$ cat config.mk
export PLATFORM = sky130hd
export DESIGN_NAME = adcc_top
export DESIGN_NICKNAME = d
export VERILOG_FILES = /design/src/core/adcc_fifo.sv /design/src/core/adcc_pkg.sv /design/src/core/adcc_top.sv
export SDC_FILE = /design/constraint.sdc
export NUM_CORES = 1
export LEC_CHECK = 0
export ABC_AREA = 0
export BUFFER_PORTS_ARGS = -buffer_cell sky130_fd_sc_hd__buf_2
export CAP_MARGIN = 5
export CELL_PAD_IN_SITES_DETAIL_PLACEMENT = 1
export CELL_PAD_IN_SITES_GLOBAL_PLACEMENT = 1
export CORE_MARGIN = 1
export CORE_UTILIZATION = 50
export DETAILED_ROUTE_END_ITERATION = 10
export PLACE_DENSITY_LB_ADDON = 0.12
export SETUP_SLACK_MARGIN = 0.2
export SYNTH_ARGS = -nofsm -noshare
export SYNTH_HDL_FRONTEND = slang
export SYNTH_SLANG_ARGS = --single-unit
$ cat constraint.sdc
create_clock -name mclk -period 9.22 [get_ports mclk]
set_clock_uncertainty 0.1 [all_clocks]
set_input_delay 0.922 -clock mclk [delete_from_list [all_inputs] [get_ports mclk]]
set_output_delay 0.922 -clock mclk [all_outputs]
set_load 0.05 [all_outputs]
$ cat src/core/adcc_fifo.sv
// Output word FIFO module is kept in adcc_top.sv beside the rest of the logic

$ cat src/core/adcc_pkg.sv
// Package of constants and types for the converter control block
// Functional notes
// - One conversion started every sample clock
// - Stabilizer tolerates 20 to 80 percent duty
// - Sleep request high suspends conversions
// - Sleep makes output undefined, pipeline lost
// - Four-level select picks format and stabilizer
// - Words after select change may be wrong
// - Result presented as 14-bit parallel word
// - Output valid only while sleep request low
// - Two's complement is offset binary, MSB inverted
package adcc_pkg;
    // ----------------------------------------
    // Sizes and timing
    // ----------------------------------------
    localparam int DATA_W        = 14;
    localparam int LATENCY       = 7;
    localparam int FIFO_DEPTH    = 32;
    localparam int DUTY_MIN_PCT  = 20;
    localparam int DUTY_MAX_PCT  = 80;
    localparam int MCLK_HZ       = 10_000_000;
    localparam int WAKE_US       = 280;
    localparam int WAKE_CYCLES   = (WAKE_US * (MCLK_HZ / 1_000_000));
    localparam int SETTLE_CYCLES = 4;
    // ----------------------------------------
    // Select level encoding
    // ----------------------------------------
    typedef enum logic [1:0] {
        SEL_SUPPLY,
        SEL_GROUND,
        SEL_MIDREF,
        SEL_FLOAT
    } adcc_sel_e;
    localparam logic [13:0] RESET_WORD = 14'h0000;
endpackage

$ cat src/core/adcc_top.sv
// Converter digital control, output word FIFO and output port
module adcc_fifo #(
    parameter int WIDTH = 14,
    parameter int DEPTH = 32
) (
    // Clock and reset
    input  wire logic             mclk,
    input  wire logic             rst,
    input  wire logic             flush,
    // Fill side
    input  wire logic             inValid,
    output logic                  inReady,
    input  wire logic [WIDTH-1:0] inData,
    // Drain side
    output logic                  outValid,
    input  wire logic             outReady,
    output logic      [WIDTH-1:0] outData
);
    localparam int AW = $clog2(DEPTH);
    // ----------------------------------------
    // Parameter checks
    // ----------------------------------------
    if (DEPTH < 2 || (1 << AW) != DEPTH) begin : g_bad_depth
        $error("DEPTH must be a power of two");
    end
    if (WIDTH < 1) begin : g_bad_width
        $error("WIDTH must be positive");
    end
    typedef struct packed {
        logic [AW:0] wp;
        logic [AW:0] rp;
    } adcc_fifo_s;
    adcc_fifo_s       st_reg;
    adcc_fifo_s       st_next;
    logic [WIDTH-1:0] mem [DEPTH];
    logic             doWr;
    logic             doRd;
    // ----------------------------------------
    // Flags and handshake
    // ----------------------------------------
    assign inReady  = (st_reg.wp ^ st_reg.rp) != {1'b1, {AW{1'b0}}};
    assign outValid = st_reg.wp != st_reg.rp;
    assign outData  = mem[st_reg.rp[AW-1:0]];
    assign doWr     = inValid && inReady;
    assign doRd     = outValid && outReady;
    // ----------------------------------------
    // Pointer update
    // ----------------------------------------
    always_comb begin
        st_next = st_reg;
        if (flush) begin
            st_next.wp = '0;
            st_next.rp = '0;
        end else begin
            if (doWr) st_next.wp = st_reg.wp + 1'b1;
            if (doRd) st_next.rp = st_reg.rp + 1'b1;
        end
    end
    always_ff @(posedge mclk or posedge rst) begin
        if (rst) begin
            st_reg <= '0;
        end else begin
            st_reg <= st_next;
        end
    end
    // ----------------------------------------
    // Storage
    // ----------------------------------------
    always_ff @(posedge mclk) begin
        if (doWr && !flush) begin
            mem[st_reg.wp[AW-1:0]] <= inData;
        end
    end
endmodule

module adcc_top #(
    parameter int DATA_W      = adcc_pkg::DATA_W,
    parameter int WAKE_CYCLES = adcc_pkg::WAKE_CYCLES
) (
    // Clock and reset
    input  wire logic              mclk,
    input  wire logic              rst,
    // Control pins
    input  wire logic              sleepRequest,
    input  wire logic [1:0]        formatStabilizerSelect,
    // Raw quantizer result
    input  wire logic [DATA_W-1:0] sampleCode,
    // Output port
    output logic      [DATA_W-1:0] outWord,
    output logic                   outValid,
    input  wire logic              outReady,
    output logic                   inFifoReady,
    // Status
    output logic                   stabilizerOn,
    output logic                   twosComplement,
    output logic                   wakeSettling
);
    // ----------------------------------------
    // Parameter checks
    // ----------------------------------------
    if (DATA_W != adcc_pkg::DATA_W) begin : g_bad_width
        $error("DATA_W must match the output word width");
    end
    if (WAKE_CYCLES < 1) begin : g_bad_wake
        $error("WAKE_CYCLES must be positive");
    end
    if (adcc_pkg::LATENCY < 2 || adcc_pkg::SETTLE_CYCLES > 7) begin : g_bad_pipe
        $error("Pipeline length or settle count out of range");
    end
    localparam int WCW = $clog2(WAKE_CYCLES + 1);
    localparam int L = adcc_pkg::LATENCY;
    typedef enum logic [1:0] { ST_SLEEP, ST_WAKE, ST_RUN } adcc_state_e;
    typedef struct packed {
        logic [2:0]              sleepSync;
        logic [2:0][1:0]         selSync;
        logic                    sleepLvl;
        logic [1:0]              selLvl;
        adcc_state_e             state;
        logic [WCW-1:0]          wakeCnt;
        logic [2:0]              settleCnt;
        logic [L-1:0][DATA_W-1:0] pipe;
        logic [L-1:0]            pipeOk;
        logic [DATA_W-1:0]       word;
        logic                    wordOk;
    } adcc_s;
    adcc_s st_reg;
    adcc_s st_next;
    logic fifoInReady;
    logic fifoOutValid;
    logic [DATA_W-1:0] fifoData;
    logic running;
    logic fmtTwos;
    // ----------------------------------------
    // Select decode
    // ----------------------------------------
    function automatic logic selTwos(input logic [1:0] s);
        return (s == adcc_pkg::SEL_GROUND) || (s == adcc_pkg::SEL_MIDREF);
    endfunction
    function automatic logic selStab(input logic [1:0] s);
        return (s == adcc_pkg::SEL_SUPPLY) || (s == adcc_pkg::SEL_GROUND);
    endfunction
    function automatic logic [DATA_W-1:0] fmtWord(input logic [DATA_W-1:0] code, input logic twos);
        return {code[DATA_W-1] ^ twos, code[DATA_W-2:0]};
    endfunction
    assign fmtTwos = selTwos(st_reg.selLvl);
    assign running = (st_reg.state != ST_SLEEP);
    // ----------------------------------------
    // Next state
    // ----------------------------------------
    always_comb begin
        st_next = st_reg;
        st_next.sleepSync = {st_reg.sleepSync[1:0], sleepRequest};
        st_next.selSync   = {st_reg.selSync[1:0], formatStabilizerSelect};
        if (st_reg.sleepSync[2] == st_reg.sleepSync[1]) st_next.sleepLvl = st_reg.sleepSync[2];
        if (st_reg.selSync[2] == st_reg.selSync[1]) st_next.selLvl = st_reg.selSync[2];
        if (st_reg.selLvl != st_next.selLvl) begin
            st_next.settleCnt = 3'(adcc_pkg::SETTLE_CYCLES);
        end else if (st_reg.settleCnt != 3'h0) begin
            st_next.settleCnt = st_reg.settleCnt - 3'h1;
        end
        // ----------------------------------------
        // Wake sequencer
        // ----------------------------------------
        case (st_reg.state)
            ST_SLEEP: begin
                if (!st_reg.sleepLvl) begin
                    st_next.state   = ST_WAKE;
                    st_next.wakeCnt = WCW'(WAKE_CYCLES);
                end
            end
            ST_WAKE: begin
                if (st_reg.sleepLvl) st_next.state = ST_SLEEP;
                else if (st_reg.wakeCnt == '0) st_next.state = ST_RUN;
                else st_next.wakeCnt = st_reg.wakeCnt - 1'b1;
            end
            ST_RUN: begin
                if (st_reg.sleepLvl) st_next.state = ST_SLEEP;
            end
            default: st_next.state = ST_SLEEP;
        endcase
        // ----------------------------------------
        // Conversion pipeline
        // ----------------------------------------
        if (st_reg.sleepLvl) begin
            st_next.pipeOk = '0;
            st_next.wordOk = 1'b0;
        end else begin
            st_next.pipe   = {st_reg.pipe[L-2:0], sampleCode};
            st_next.pipeOk = {st_reg.pipeOk[L-2:0], running};
            st_next.word   = fmtWord(st_reg.pipe[L-1], fmtTwos);
            st_next.wordOk = st_reg.pipeOk[L-1] && (st_reg.state == ST_RUN) && (st_reg.settleCnt == 3'h0);
        end
    end
    // ----------------------------------------
    // State register
    // ----------------------------------------
    always_ff @(posedge mclk or posedge rst) begin
        if (rst) begin
            st_reg          <= '0;
            st_reg.sleepSync <= 3'h7;
            st_reg.sleepLvl <= 1'b1;
            st_reg.state    <= ST_SLEEP;
        end else begin
            st_reg <= st_next;
        end
    end
    // ----------------------------------------
    // Output buffer
    // ----------------------------------------
    adcc_fifo #(.WIDTH(DATA_W), .DEPTH(adcc_pkg::FIFO_DEPTH)) u_fifo (
        .mclk     (mclk),
        .rst      (rst),
        .flush    (st_reg.sleepLvl),
        .inValid  (st_reg.wordOk),
        .inReady  (fifoInReady),
        .inData   (st_reg.word),
        .outValid (fifoOutValid),
        .outReady (outReady),
        .outData  (fifoData)
    );
    // ----------------------------------------
    // Port outputs and status
    // ----------------------------------------
    assign outWord        = fifoOutValid ? fifoData : DATA_W'(adcc_pkg::RESET_WORD);
    assign outValid       = fifoOutValid && !st_reg.sleepLvl;
    assign inFifoReady    = fifoInReady;
    assign stabilizerOn   = selStab(st_reg.selLvl);
    assign twosComplement = fmtTwos;
    assign wakeSettling   = (st_reg.state == ST_WAKE);
endmodule

==> impl_results.md <==
- Crit share post-route: 0.554
- Resize count post-CTS: 0
- Max Cap Violations: 0
- Synth-to-Final Area Change: 11.8%
- Synth area leaders: edfxtp_1 (57%), dfrtp_1 (17%), mux4_2 (11%)
- RSZ-0062 raised after global routing: false
- Post-route design area: approximately 0.026 sq mm
- CP Launch Type: register
- Post-Route WL: 50300 microns
- Max reg flops: 448
- First-pass GRT wire length: 76600 microns
- Outcome: complete, no violations
- Most frequent cells in the layout: edfxtp_1 (448), dfrtp_1 (155), mux4_2 (112), mux2_2 (111), clkbuf_16 (62)
- CTS Buffer Depth: 3
- DIE HEIGHT: ~220 microns
- Full die area: 0.0481 sq mm
- Max-slew violations: 0
- H-tree level count: 2
- # clock sinks: slightly above 600
- Gr usage total: 0.218
- Gpl congestion: 0.764
- Vias: ~11000
- #FFs+latches synth: ~610
- ANT cells: 0
- Post-DP HPWL: around 29000 microns
- Share of cells above drive strength 1: 0.321
- Initial DRC count: 810
- Crit path required time: just over 8 ns
- Post-CTS setup buffers: 0
- DP Area: 0.0244 sq mm
- Crit path DAT: 4.09 ns
- Drt drc: 0
- Critical Path Sink Type: primary output
- Drt first pass iters: 5
- Final Hold Viols: 0
- Vias in the first global route: 12200
- Post-CTS Hold Buffers: 0
- Final #Nets: about 1300
- Rel. slew slack: 0.161
- TritonCTS Buffers: 61
- Post-synth net total: 1239
- Register area share after synthesis: 0.740
- Commonest non-fill, non-tap cell in the layout: edfxtp_1
- Synth area leader: edfxtp_1
- Hold WS: 0.253 ns
- Initial Utilization: 0.507
- Peak fanout along the critical path: 45
- Critical path class: register to primary output
- GR Overflow Total: 0
- # IOs: 39
- PD cells: between 200 and 300 mW/mm^2
- Top_reg_cell synth: edfxtp_1
- Worst Max-Slew Pin Slew: roughly 1.3 ns
- DR vias/cell: 5.95
- CTS tree: built
- Post-synthesis cell area: roughly 0.024 sq mm
- Clk slew on worst S/H paths: around 0.060 ns
- Final setup fails: 0
- Die width: about 220 microns
- PortBufs: 38
- Largest net degree at the start of global routing: between 100 and 150
- Area share of the largest cell type after synthesis: 0.569
- Syn avg cell area: approximately 20 sq um
- Antenna-violating nets left: 0
- Leakage: approximately 8.8 nW
- Hold WC Path Type: register to register
- Routed wire per std cell: roughly 26 microns
- TNS Setup: 0 ns
- CTS root buf: clkbuf_16
- Initial antenna violation count: 0
- Yosys warnings: 0
- CORE AREA: 0.0466 sq mm
- Tmin final: 5.11 ns
- Latest clock arrival within the worst-skew pair: between 0.6 and 0.7 ns
- # rows: between 70 and 80
- Asr flop ratio synth: 0.264
- Worst VDD drop: between 0.00015 and 0.0002 V
- Maximum clock frequency: between 0.15 and 0.2 GHz
- Synth cell types: 54
- Post-synth EDFFs: about 450
- Cell count after synthesis: 1208
per-stage QoR:
step | setup slack, ns | power (W) | std cells | utilization
after floorplan | 3.86 | 0.00406 | 1208 | -
after global placement | 4.63 | 0.00428 | 1800 | 0.525
after detailed placement | 4.58 | 0.00435 | 1800 | 0.525
after CTS | 3.91 | 0.00673 | 1913 | 0.567
after global routing | 3.80 | 0.00692 | 1914 | 0.567
final | 4.11 | 0.00667 | 1914 | 0.567
Yosys cell counts (14+ instances only):
library cell and instances:
nand2_1 15, dfrtp_1 157, a21o_1 14, inv_1 15, edfxtp_1 448, mux2_2 111
xnor2_1 15, mux4_2 112, a31oi_1 22, nor2_1 58, a22oi_1 56, a21oi_1 15
buf_2 14, clkbuf_1 33
worst max-delay path: stages (launching register included):
cell and delay, ns:
dfrtp_4 1.01, buf_4 0.84, mux4_2 0.60, a22oi_1 0.27
a21o_1 0.24, a31oi_1 0.18, buf_2 0.30
area by class of cell:
cell class,count,area (sq um)
Clock inverter,31,231
Timing Repair Buffer,50,288
Fill cell,3989,20200
Sequential cell,609,17500
Clock buffer,82,1720
Inverter,15,61.3
Multi-Input combinational cell,520,5850
Tap cell,607,759
per-layer routing:
layer | GRT usage | share of wire | routed length [microns] | vias up
met1 | 0.306 | 0.44 | 22000 | 6121
met4 | 0.0669 | 0.024 | 1190 | 0
met3 | 0.0345 | 0.049 | 2480 | 69
met2 | 0.352 | 0.49 | 24600 | 275
li1 | - | - | - | 4921
met5 | 0 | 0 | 0 | -
logic make-up after synthesis:
kind of cell	synth area share
muxes	0.161
buffers and inverters	0.0157
xor gates and xnor gates	0.00853
adders and majority gates	0.00625
AOI/OAI and AO/OA	0.0400
and+or+nand+nor	0.0285
DFF	0.740
report_power, final:
part           leakage (nW)  switching [W]  internal (W)
registers              5.94       0.000438       0.00348
logic                  1.93       0.000147      0.000218
clock network         0.968        0.00102       0.00136
path summary, 6_finish.rpt:
kind / slack, ns / startpoint / to / depth (start not counted)
max: 4.11 / u_fifo.st_reg[0]$_DFFE_PP0P_ / outWord[7] / 6
min: 0.25 / st_next[142]$_DFF_PP0_ / st_next[144]$_DFF_PP0_ / 0
max reg2reg: 5.31 / u_fifo.st_reg[0]$_DFFE_PP0P_ / u_fifo.mem[29][13]$_DFFE_PP_ / 5
min reg2reg: 0.25 / st_next[142]$_DFF_PP0_ / st_next[144]$_DFF_PP0_ / 0
max in group asynchronous: 7.30 / rst / st_reg[44]$_DFFE_PP0N_ / 3
min in group asynchronous: 0.39 / rst / st_reg[123]$_DFFE_PP0P_ / 2
(Power assumes the default switching activity.)
